**src/logic/timer8_pkg.sv**
```systemverilog
// constants and types for the 8-bit timer compare block
`default_nettype none
package timer8_pkg;
    // ------------------------------------------------------------
    // bus geometry
    // ------------------------------------------------------------
    localparam int ADDR_W = 8;
    localparam logic [1:0] RESP_OKAY = 2'h0;
    localparam logic [1:0] RESP_SLVERR = 2'h2;
    // ------------------------------------------------------------
    // register byte offsets
    // ------------------------------------------------------------
    localparam logic [ADDR_W-1:0] OFS_CTRL = 8'h00;
    localparam logic [ADDR_W-1:0] OFS_COUNT = 8'h04;
    localparam logic [ADDR_W-1:0] OFS_COMPARE_A = 8'h08;
    localparam logic [ADDR_W-1:0] OFS_COMPARE_B = 8'h0c;
    localparam logic [ADDR_W-1:0] OFS_FLAGS = 8'h10;
    localparam logic [ADDR_W-1:0] OFS_FORCE = 8'h14;
    localparam logic [ADDR_W-1:0] OFS_PIN = 8'h18;
    localparam logic [ADDR_W-1:0] OFS_STATUS = 8'h1c;
    // ------------------------------------------------------------
    // field positions
    // ------------------------------------------------------------
    localparam int CTRL_MODE_LSB = 0;
    localparam int CTRL_ACT_A_LSB = 4;
    localparam int CTRL_ACT_B_LSB = 6;
    localparam int CTRL_CS_LSB = 8;
    localparam int FLAG_OVF_BIT = 0;
    localparam int FLAG_MATCH_A_BIT = 1;
    localparam int PIN_DIR_LSB = 0;
    localparam int PIN_PORT_LSB = 2;
    // ------------------------------------------------------------
    // values and reset values
    // ------------------------------------------------------------
    localparam int NUM_CH = 2;
    localparam logic [7:0] COUNT_MAX = 8'hff;
    localparam logic [7:0] COUNT_BOTTOM = 8'h00;
    localparam logic [7:0] COUNT_RESET = 8'h00;
    localparam logic [7:0] COMPARE_RESET = 8'h00;
    localparam logic [2:0] MODE_RESET = 3'h0;
    localparam logic [2:0] CS_STOPPED = 3'h0;
    localparam logic [2:0] MODE_NORMAL = 3'h0;
    localparam logic [2:0] MODE_CLEAR_ON_MATCH = 3'h2;
    localparam logic [1:0] ACT_NONE = 2'h0;
    localparam logic [1:0] ACT_TOGGLE = 2'h1;
    localparam logic [1:0] ACT_CLEAR = 2'h2;
    localparam logic [1:0] ACT_SET = 2'h3;
    // ------------------------------------------------------------
    // types
    // ------------------------------------------------------------
    typedef enum logic [1:0] {
        chan_idle = 2'b00,
        chan_busy = 2'b01,
        chan_resp = 2'b11
    } chan_state_type;
    typedef struct packed {
        logic level;
        logic drive_n;
    } wave_pin_type;
    typedef struct packed {
        logic overflow;
        logic match_a;
        logic match_b;
    } flag_set_type;
endpackage
`default_nettype wire

```
**src/logic/timer8_compare_normal_ctc.sv**
```systemverilog
// 8-bit timer with two compare channels, normal and clear-on-match modes
`timescale 1ns/1ps
`default_nettype none
module timer8_compare_normal_ctc
    import timer8_pkg::*;
(
    // clock, reset, enable
    input wire logic aclk,
    input wire logic aresetn,
    input wire logic clk_en,
    // prescaled timer clock enable
    input wire logic timer_tick,
    // interrupt service acknowledge per flag
    input wire timer8_pkg::flag_set_type flag_service,
    // axi4-lite write address
    input wire logic [timer8_pkg::ADDR_W-1:0] awaddr,
    input wire logic [2:0] awprot,
    input wire logic awvalid,
    output logic awready,
    // axi4-lite write data
    input wire logic [31:0] wdata,
    input wire logic [3:0] wstrb,
    input wire logic wvalid,
    output logic wready,
    // axi4-lite write response
    output logic [1:0] bresp,
    output logic bvalid,
    input wire logic bready,
    // axi4-lite read address
    input wire logic [timer8_pkg::ADDR_W-1:0] araddr,
    input wire logic [2:0] arprot,
    input wire logic arvalid,
    output logic arready,
    // axi4-lite read data
    output logic [31:0] rdata,
    output logic [1:0] rresp,
    output logic rvalid,
    input wire logic rready,
    // waveform pins
    output timer8_pkg::wave_pin_type wave_pin_a,
    output timer8_pkg::wave_pin_type wave_pin_b
);
    import timer8_pkg::*;

    chan_state_type wstate;
    chan_state_type rstate;
    logic aw_got;
    logic w_got;
    logic [ADDR_W-1:0] aw_addr;
    logic [ADDR_W-1:0] ar_addr;
    logic [31:0] w_data;
    logic [3:0] w_strb;
    logic wr_fire;
    logic count_wr;
    logic [31:0] next_rdata;
    logic [1:0] next_rresp;
    logic [2:0] waveform_mode_select;
    logic [2:0] clock_source_select;
    logic [1:0] output_action_select [NUM_CH];
    logic [7:0] compare_value_n [NUM_CH];
    logic [1:0] wave_pin_direction_bit;
    logic [1:0] port_value;
    logic [7:0] count_value;
    logic block_pending;
    logic overflow_flag;
    logic match_flag_n [NUM_CH];
    logic wave_output_n [NUM_CH];
    logic match_ev [NUM_CH];
    logic force_fire [NUM_CH];
    wave_pin_type pin_q [NUM_CH];
    logic tick;
    logic non_pwm;
    logic [NUM_CH-1:0] service_match;

    assign wr_fire = (wstate == chan_busy);
    assign count_wr = wr_fire && (aw_addr == OFS_COUNT) && w_strb[0];
    // ------------------------------------------------------------
    // timer tick gating
    // ------------------------------------------------------------
    // stopped select
    assign tick = timer_tick && (clock_source_select != CS_STOPPED);
    assign non_pwm = (waveform_mode_select == MODE_NORMAL)
        || (waveform_mode_select == MODE_CLEAR_ON_MATCH);
    assign service_match = {flag_service.match_b, flag_service.match_a};
    assign wave_pin_a = pin_q[0];
    assign wave_pin_b = pin_q[1];

    // ------------------------------------------------------------
    // axi4-lite write channel
    // ------------------------------------------------------------
    always_ff @(posedge aclk) begin
        if (!aresetn) begin
            wstate <= chan_idle;
            awready <= 1'b0;
            wready <= 1'b0;
            aw_got <= 1'b0;
            w_got <= 1'b0;
            aw_addr <= '0;
            w_data <= '0;
            w_strb <= '0;
            bvalid <= 1'b0;
            bresp <= RESP_OKAY;
        end else if (clk_en) begin
            case (wstate)
                chan_idle: begin
                    awready <= !aw_got && !(awvalid && awready);
                    wready <= !w_got && !(wvalid && wready);
                    if (awvalid && awready) begin
                        aw_addr <= awaddr;
                        aw_got <= 1'b1;
                    end
                    if (wvalid && wready) begin
                        w_data <= wdata;
                        w_strb <= wstrb;
                        w_got <= 1'b1;
                    end
                    if (aw_got && w_got) begin
                        awready <= 1'b0;
                        wready <= 1'b0;
                        wstate <= chan_busy;
                    end
                end
                chan_busy: begin
                    aw_got <= 1'b0;
                    w_got <= 1'b0;
                    bvalid <= 1'b1;
                    if (aw_addr[1:0] != 2'b00 || aw_addr > OFS_STATUS) begin
                        bresp <= RESP_SLVERR;
                    end else begin
                        bresp <= RESP_OKAY;
                    end
                    wstate <= chan_resp;
                end
                chan_resp: begin
                    if (bready) begin
                        bvalid <= 1'b0;
                        wstate <= chan_idle;
                    end
                end
                default: begin
                    wstate <= chan_idle;
                end
            endcase
        end
    end

    // ------------------------------------------------------------
    // axi4-lite read channel
    // ------------------------------------------------------------
    always_comb begin
        next_rdata = '0;
        next_rresp = RESP_OKAY;
        if (ar_addr == OFS_CTRL) begin
            next_rdata[CTRL_MODE_LSB +: 3] = waveform_mode_select;
            next_rdata[CTRL_ACT_A_LSB +: 2] = output_action_select[0];
            next_rdata[CTRL_ACT_B_LSB +: 2] = output_action_select[1];
            next_rdata[CTRL_CS_LSB +: 3] = clock_source_select;
        end else if (ar_addr == OFS_COUNT) begin
            next_rdata[7:0] = count_value;
        end else if (ar_addr == OFS_COMPARE_A) begin
            next_rdata[7:0] = compare_value_n[0];
        end else if (ar_addr == OFS_COMPARE_B) begin
            next_rdata[7:0] = compare_value_n[1];
        end else if (ar_addr == OFS_FLAGS) begin
            next_rdata[FLAG_OVF_BIT] = overflow_flag;
            next_rdata[FLAG_MATCH_A_BIT] = match_flag_n[0];
            next_rdata[FLAG_MATCH_A_BIT + 1] = match_flag_n[1];
        end else if (ar_addr == OFS_FORCE) begin
            next_rdata = '0;
        end else if (ar_addr == OFS_PIN) begin
            next_rdata[PIN_DIR_LSB +: 2] = wave_pin_direction_bit;
            next_rdata[PIN_PORT_LSB +: 2] = port_value;
        end else if (ar_addr == OFS_STATUS) begin
            next_rdata[0] = wave_output_n[0];
            next_rdata[1] = wave_output_n[1];
        end else begin
            next_rresp = RESP_SLVERR;
        end
    end

    always_ff @(posedge aclk) begin
        if (!aresetn) begin
            rstate <= chan_idle;
            arready <= 1'b0;
            ar_addr <= '0;
            rvalid <= 1'b0;
            rdata <= '0;
            rresp <= RESP_OKAY;
        end else if (clk_en) begin
            case (rstate)
                chan_idle: begin
                    arready <= !(arvalid && arready);
                    if (arvalid && arready) begin
                        ar_addr <= araddr;
                        rstate <= chan_busy;
                    end
                end
                chan_busy: begin
                    rdata <= next_rdata;
                    rresp <= next_rresp;
                    rvalid <= 1'b1;
                    rstate <= chan_resp;
                end
                chan_resp: begin
                    if (rready) begin
                        rvalid <= 1'b0;
                        rstate <= chan_idle;
                    end
                end
                default: begin
                    rstate <= chan_idle;
                end
            endcase
        end
    end

    // ------------------------------------------------------------
    // control and compare registers
    // ------------------------------------------------------------
    always_ff @(posedge aclk) begin
        if (!aresetn) begin
            waveform_mode_select <= MODE_RESET;
            clock_source_select <= CS_STOPPED;
            output_action_select[0] <= ACT_NONE;
            output_action_select[1] <= ACT_NONE;
            compare_value_n[0] <= COMPARE_RESET;
            compare_value_n[1] <= COMPARE_RESET;
            wave_pin_direction_bit <= '0;
            port_value <= '0;
        end else if (clk_en && wr_fire) begin
            if (aw_addr == OFS_CTRL && w_strb[0]) begin
                waveform_mode_select <= w_data[CTRL_MODE_LSB +: 3];
                output_action_select[0] <= w_data[CTRL_ACT_A_LSB +: 2];
                output_action_select[1] <= w_data[CTRL_ACT_B_LSB +: 2];
            end
            if (aw_addr == OFS_CTRL && w_strb[1]) begin
                clock_source_select <= w_data[CTRL_CS_LSB +: 3];
            end
            if (aw_addr == OFS_COMPARE_A && w_strb[0]) begin
                compare_value_n[0] <= w_data[7:0];
            end
            if (aw_addr == OFS_COMPARE_B && w_strb[0]) begin
                compare_value_n[1] <= w_data[7:0];
            end
            if (aw_addr == OFS_PIN && w_strb[0]) begin
                wave_pin_direction_bit <= w_data[PIN_DIR_LSB +: 2];
                port_value <= w_data[PIN_PORT_LSB +: 2];
            end
        end
    end

    // ------------------------------------------------------------
    // counter and overflow flag
    // ------------------------------------------------------------
    always_ff @(posedge aclk) begin
        if (!aresetn) begin
            count_value <= COUNT_RESET;
            block_pending <= 1'b0;
        end else if (clk_en) begin
            if (count_wr) begin
                count_value <= w_data[7:0];
            end else if (tick && non_pwm) begin
                if (waveform_mode_select == MODE_CLEAR_ON_MATCH
                        && count_value == compare_value_n[0]) begin
                    count_value <= COUNT_BOTTOM;
                end else begin
                    count_value <= 8'(count_value + 8'h01);
                end
            end
            if (count_wr) begin
                block_pending <= 1'b1;
            end else if (tick) begin
                block_pending <= 1'b0;
            end
        end
    end

    always_ff @(posedge aclk) begin
        if (!aresetn) begin
            overflow_flag <= 1'b0;
        end else if (clk_en) begin
            if (flag_service.overflow || (wr_fire && aw_addr == OFS_FLAGS
                    && w_strb[0] && w_data[FLAG_OVF_BIT])) begin
                overflow_flag <= 1'b0;
            end
            if (tick && non_pwm && !count_wr && count_value == COUNT_MAX) begin
                overflow_flag <= 1'b1;
            end
        end
    end

    // ------------------------------------------------------------
    // compare channels
    // ------------------------------------------------------------
    for (genvar i = 0; i < NUM_CH; i++) begin : g_ch
        assign match_ev[i] = tick && !block_pending
            && (count_value == compare_value_n[i]);
        assign force_fire[i] = wr_fire && (aw_addr == OFS_FORCE) && w_strb[0]
            && w_data[i] && non_pwm;

        always_ff @(posedge aclk) begin
            if (!aresetn) begin
                match_flag_n[i] <= 1'b0;
            end else if (clk_en) begin
                if (service_match[i] || (wr_fire && aw_addr == OFS_FLAGS
                        && w_strb[0] && w_data[FLAG_MATCH_A_BIT + i])) begin
                    match_flag_n[i] <= 1'b0;
                end
                if (match_ev[i]) begin
                    match_flag_n[i] <= 1'b1;
                end
            end
        end

        always_ff @(posedge aclk) begin
            if (!aresetn) begin
                wave_output_n[i] <= 1'b0;
            end else if (clk_en && non_pwm && (match_ev[i] || force_fire[i])) begin
                case (output_action_select[i])
                    ACT_TOGGLE: wave_output_n[i] <= !wave_output_n[i];
                    ACT_CLEAR: wave_output_n[i] <= 1'b0;
                    ACT_SET: wave_output_n[i] <= 1'b1;
                    default: wave_output_n[i] <= wave_output_n[i];
                endcase
            end
        end

        always_ff @(posedge aclk) begin
            if (!aresetn) begin
                pin_q[i] <= '{level: 1'b0, drive_n: 1'b1};
            end else if (clk_en) begin
                pin_q[i].level <= (output_action_select[i] != ACT_NONE)
                    ? wave_output_n[i] : port_value[i];
                pin_q[i].drive_n <= !wave_pin_direction_bit[i];
            end
        end

        force_no_flag_a: assert property (@(posedge aclk) disable iff (!aresetn)
            clk_en && force_fire[i] && !match_ev[i] && !match_flag_n[i]
            |=> !match_flag_n[i])
            else $error("force strobe set a match flag");
        force_set_a: assert property (@(posedge aclk) disable iff (!aresetn)
            clk_en && force_fire[i] && output_action_select[i] == ACT_SET
            |=> wave_output_n[i])
            else $error("forced set did not set output");
        state_hold_a: assert property (@(posedge aclk) disable iff (!aresetn)
            !(clk_en && non_pwm && (match_ev[i] || force_fire[i]))
            |=> $stable(wave_output_n[i]))
            else $error("output state changed without event");
        pin_override_a: assert property (@(posedge aclk) disable iff (!aresetn)
            clk_en && output_action_select[i] != ACT_NONE
            |=> pin_q[i].level == $past(wave_output_n[i]))
            else $error("pin does not follow wave state");
        pin_drive_a: assert property (@(posedge aclk) disable iff (!aresetn)
            clk_en ##1 1'b1 |-> pin_q[i].drive_n == !$past(wave_pin_direction_bit[i]))
            else $error("pin drive does not follow direction");
        reset_state_a: assert property (@(posedge aclk)
            !aresetn |=> !wave_output_n[i] && !match_flag_n[i])
            else $error("reset left output state set");
    end

    // ------------------------------------------------------------
    // counter checks
    // ------------------------------------------------------------
    count_block_a: assert property (@(posedge aclk) disable iff (!aresetn)
        clk_en && count_wr |=> !match_ev[0] && !match_ev[1])
        else $error("match not blocked after count write");
    count_prio_a: assert property (@(posedge aclk) disable iff (!aresetn)
        clk_en && count_wr |=> count_value == $past(w_data[7:0]))
        else $error("count write lost");
    normal_wrap_a: assert property (@(posedge aclk) disable iff (!aresetn)
        clk_en && tick && !count_wr && waveform_mode_select == MODE_NORMAL
        && count_value == COUNT_MAX |=> count_value == COUNT_BOTTOM && overflow_flag)
        else $error("normal wrap or overflow wrong");
    top_clear_a: assert property (@(posedge aclk) disable iff (!aresetn)
        clk_en && tick && !count_wr && waveform_mode_select == MODE_CLEAR_ON_MATCH
        && count_value == compare_value_n[0] |=> count_value == COUNT_BOTTOM)
        else $error("count not cleared at compare a");
    stopped_hold_a: assert property (@(posedge aclk) disable iff (!aresetn)
        clk_en && clock_source_select == CS_STOPPED && !count_wr |=> $stable(count_value))
        else $error("counter advanced while stopped");
endmodule // timer8_compare_normal_ctc
`default_nettype wire

```
**config.mk**
```make
export PLATFORM = sky130hd
export DESIGN_NAME = timer8_compare_normal_ctc
export DESIGN_NICKNAME = d
export VERILOG_FILES = /design/src/logic/timer8_pkg.sv /design/src/logic/timer8_compare_normal_ctc.sv
export SDC_FILE = /design/constraint.sdc
export NUM_CORES = 1
export LEC_CHECK = 0
export ABC_AREA = 1
export BUFFER_PORTS_ARGS = -buffer_cell sky130_fd_sc_hd__buf_4
export CAP_MARGIN = 20
export CORE_MARGIN = 2
export CORE_UTILIZATION = 30
export CTS_CLUSTER_SIZE = 10
export DETAILED_ROUTE_END_ITERATION = 16
export SLEW_MARGIN = 5
export SYNTH_ARGS = -nofsm -noshare
export SYNTH_HDL_FRONTEND = slang
export SYNTH_SLANG_ARGS = --single-unit
```
**constraint.sdc**
```tcl
create_clock -name aclk -period 2.2 [get_ports aclk]
set_input_delay 0.11 -clock aclk [delete_from_list [all_inputs] [get_ports aclk]]
set_output_delay 0.11 -clock aclk [all_outputs]
set_load 0.03 [all_outputs]
```
==> metrics.yaml <==
logic_synthesis:
  synth_warnings: 0
  ys_seq_elements: 101
  synth_edf_count: 27
  synth.distinct_cells: 40
  synth_area_um2: 4930
  synth-main-ff-cell: "dfxtp_1"
  yosysSeqAreaShare_pct: 46.5
  synthCells: 642
  avgSynthCellArea_um2: 7.68
  ys_async_sr_fraction_pct: 0
global_routing:
  grt_start_max_net_pins: 38
  grt_pass1_vias: 4006
  antenna_found_initial: 0
  grt_usage_pct: 14.8
  grt_pass1_wl_mm: 20.6
  grt-ovfl-total: 0
placement:
  place_inst: 908
  portBuffers: 62
  place_congestion: 0.898
  preCtsSetupSlack_ns: 0.443
  place_hpwl_mm: 9.54
hold_path:
  min_path_cells: 3
  hold_path.startpoint: "wstrb[0]"
  worstHoldPathType: "in2reg"
worst_setup_path:
  r2r_start: "aw_addr[5]"
  worstPathRequired_ns: 2.20
  cp-start-kind: "flip-flop"
  crit_start: "aw_addr[5]"
  crit_type: "reg2reg"
  worstSetupEndpointType: "flip-flop"
  crit_arrival_ns: 1.78
  cp_max_fo: 7
  reg2reg_depth: 7
floorplanning:
  die_x_um: 132
  dieHeight_um: 132
  start_util_pct: 30.8
  num_rows: 46
  fp.coreArea_um2: 16000
  num_io_pins: 115
  die_area_um2: 17500
cts:
  cts_root_buf: "clkbuf_16"
  clk_latency_ns: 0.35
  clkTransAtPathRegs_ns: 0.06
  cts_setup_buffers: 0
  clock_sink_count: 101
  cts.repair.resized: 0
  tritoncts: "done"
  htree_levels: 3
  clockBufferDepth: 2
  cts_buffers: 9
timing:
  slew_headroom_pct: 57.2
  worst_pin_slew_ns: 0.639
  finalCriticalPeriod_ns: 1.78
  skew_ns: 0.00554
  setup_viol: 0
  finalHoldViolCount: 0
  final.setup.tns_ns: 0
  slew_viol_final: 0
  rsz0062_at_grt: "false"
  fin_crit_sh_pct: 80.8
  fmax_ghz: 0.562
  worst_slack_ns: 0.421
power_and_ir_drop:
  power_density_nw_per_um2: 672
  power_mw: 3.99
  irDropWorstVdd_mv: 0.432
  leakage_nw: 2.44
final_layout:
  fin_cells: 935
  drive_above_1_share_pct: 15.0
  antenna_cells: 0
  nets: 785
  syn_to_final_growth_pct: 20.5
  mostFrequentLayoutCell: "nand2_1"
  layout_common_cells: "107 x nand2_1, 89 x nor2_1, 74 x dfxtp_1"
detailed_routing:
  drt_wl_total_mm: 12.6
  drt-initial-drc-count: 304
  vias_per_cell: 4.58
  route.detailed.drc: 0
  antenna_left: 0
  vias: 4278
  drt_pass1_iterations: 5
  routedWlPerCell_um: 13.4
status:
  status: "complete, no violations"
job:
  max-cap-violations: 0
[Yosys cell counts (2+ instances only)]
cell type  number  share of area [%]
o21ai_1         7               0.71
edfxtp_1       27                 16
nand4_1         6               0.76
a31oi_1         3               0.38
a211oi_1        3               0.46
o31ai_1         4               0.61
xnor2_1         3               0.53
nor2_2          6               0.76
o21ai_0        59                6.0
nand3_1        34                3.4
o211ai_1        3               0.46
nand2_1       107                8.1
o22ai_1         3               0.38
a41oi_1         3               0.53
a21oi_1        55                5.6
inv_1          67                5.1
buf_6           2               0.46
buf_4          25                3.8
nor3_1          6               0.61
buf_2           6               0.61
clkbuf_1        9               0.68
xor2_1         13                2.3
buf_1           2               0.15
nor2_4          2               0.46
inv_2           6               0.46
nor2_1         89                6.8
dfxtp_1        74                 30
a21oi_2         2               0.36
nand3b_1        5               0.76
[final timing paths]
path | endpoint | slack (ns)
min | w_strb[0] | 0.008
max | output_action_select[0][1] | 0.42
min reg2reg | w_strb[1] | 0.46
max reg2reg | output_action_select[0][1] | 0.42
[worst max-delay path, cell delays in order, from the launching register on]
cell,delay (ns)
dfxtp_1,0.31
nor2_1,0.16
nand2_1,0.09
nor2_1,0.21
inv_1,0.08
nor2_2,0.14
inv_1,0.09
o21ai_2,0.35
[cell type report]
class	instances	area, um^2
fill	1736	10100
sequential	101	2290
multi-input combinational	445	2160
timing repair buffer	84	658
inverter	73	274
tap	216	270
clock buffer	13	240
clock inverter	3	46.3
[sequential cells by signal (all words and copies together) (netlist names), 3 cells and up]
register and flops:
output_action_select 4, rdata 11, pin_q 4, waveform_mode_select 3
compare_value_n 16, count_value 8, clock_source_select 3, w_data 11
ar_addr 8, aw_addr 8
[layer usage]
metal	share of wire, %	global-route usage (%)	up-vias
li1	-	-	2208
met1	48	20.9	1943
met2	45	23.0	118
met3	5.8	3.50	9
met4	1.1	3.58	0
met5	0	0	-
[where the power goes]
part | total [mW] | switching, mW | internal [mW]
Clock | 1.54 | 0.656 | 0.885
Sequential | 2.01 | 0.0448 | 1.96
Combinational | 0.446 | 0.289 | 0.157
[kinds of logic (layout without fill, tap and decap cells)]
kind of cell	count (synthesis)	in the layout	share of synthesized area, %
adder cells (fa/ha/maj)	1	1	0.254
buffers and inverters	118	173	11.4
flip-flops	101	101	46.5
other	1	23	0.0760
XOR/XNOR	16	16	2.84
AO/OA/AOI/OAI	145	145	16.2
AND/OR/NAND/NOR	260	260	22.8
[metrics by stage]
stage / util, % / instance area, um^2 / hold slack [ns]
after floorplan: - / 5020 / 0.245
after global placement: 34.7 / 5550 / 0.332
after detailed placement: 34.7 / 5550 / 0.337
after CTS: 37.2 / 5940 / 0.00521
after global routing: 37.2 / 5940 / 0.00956
final: 37.2 / 5940 / 0.00814
[repair_timing]
action                     4_1_cts  5_1_grt
setup endpoints to repair        0        0
hold endpoints to repair        11        0
hold buffers                    11        0
No activity file was read; power rests on OpenSTA's default activity.
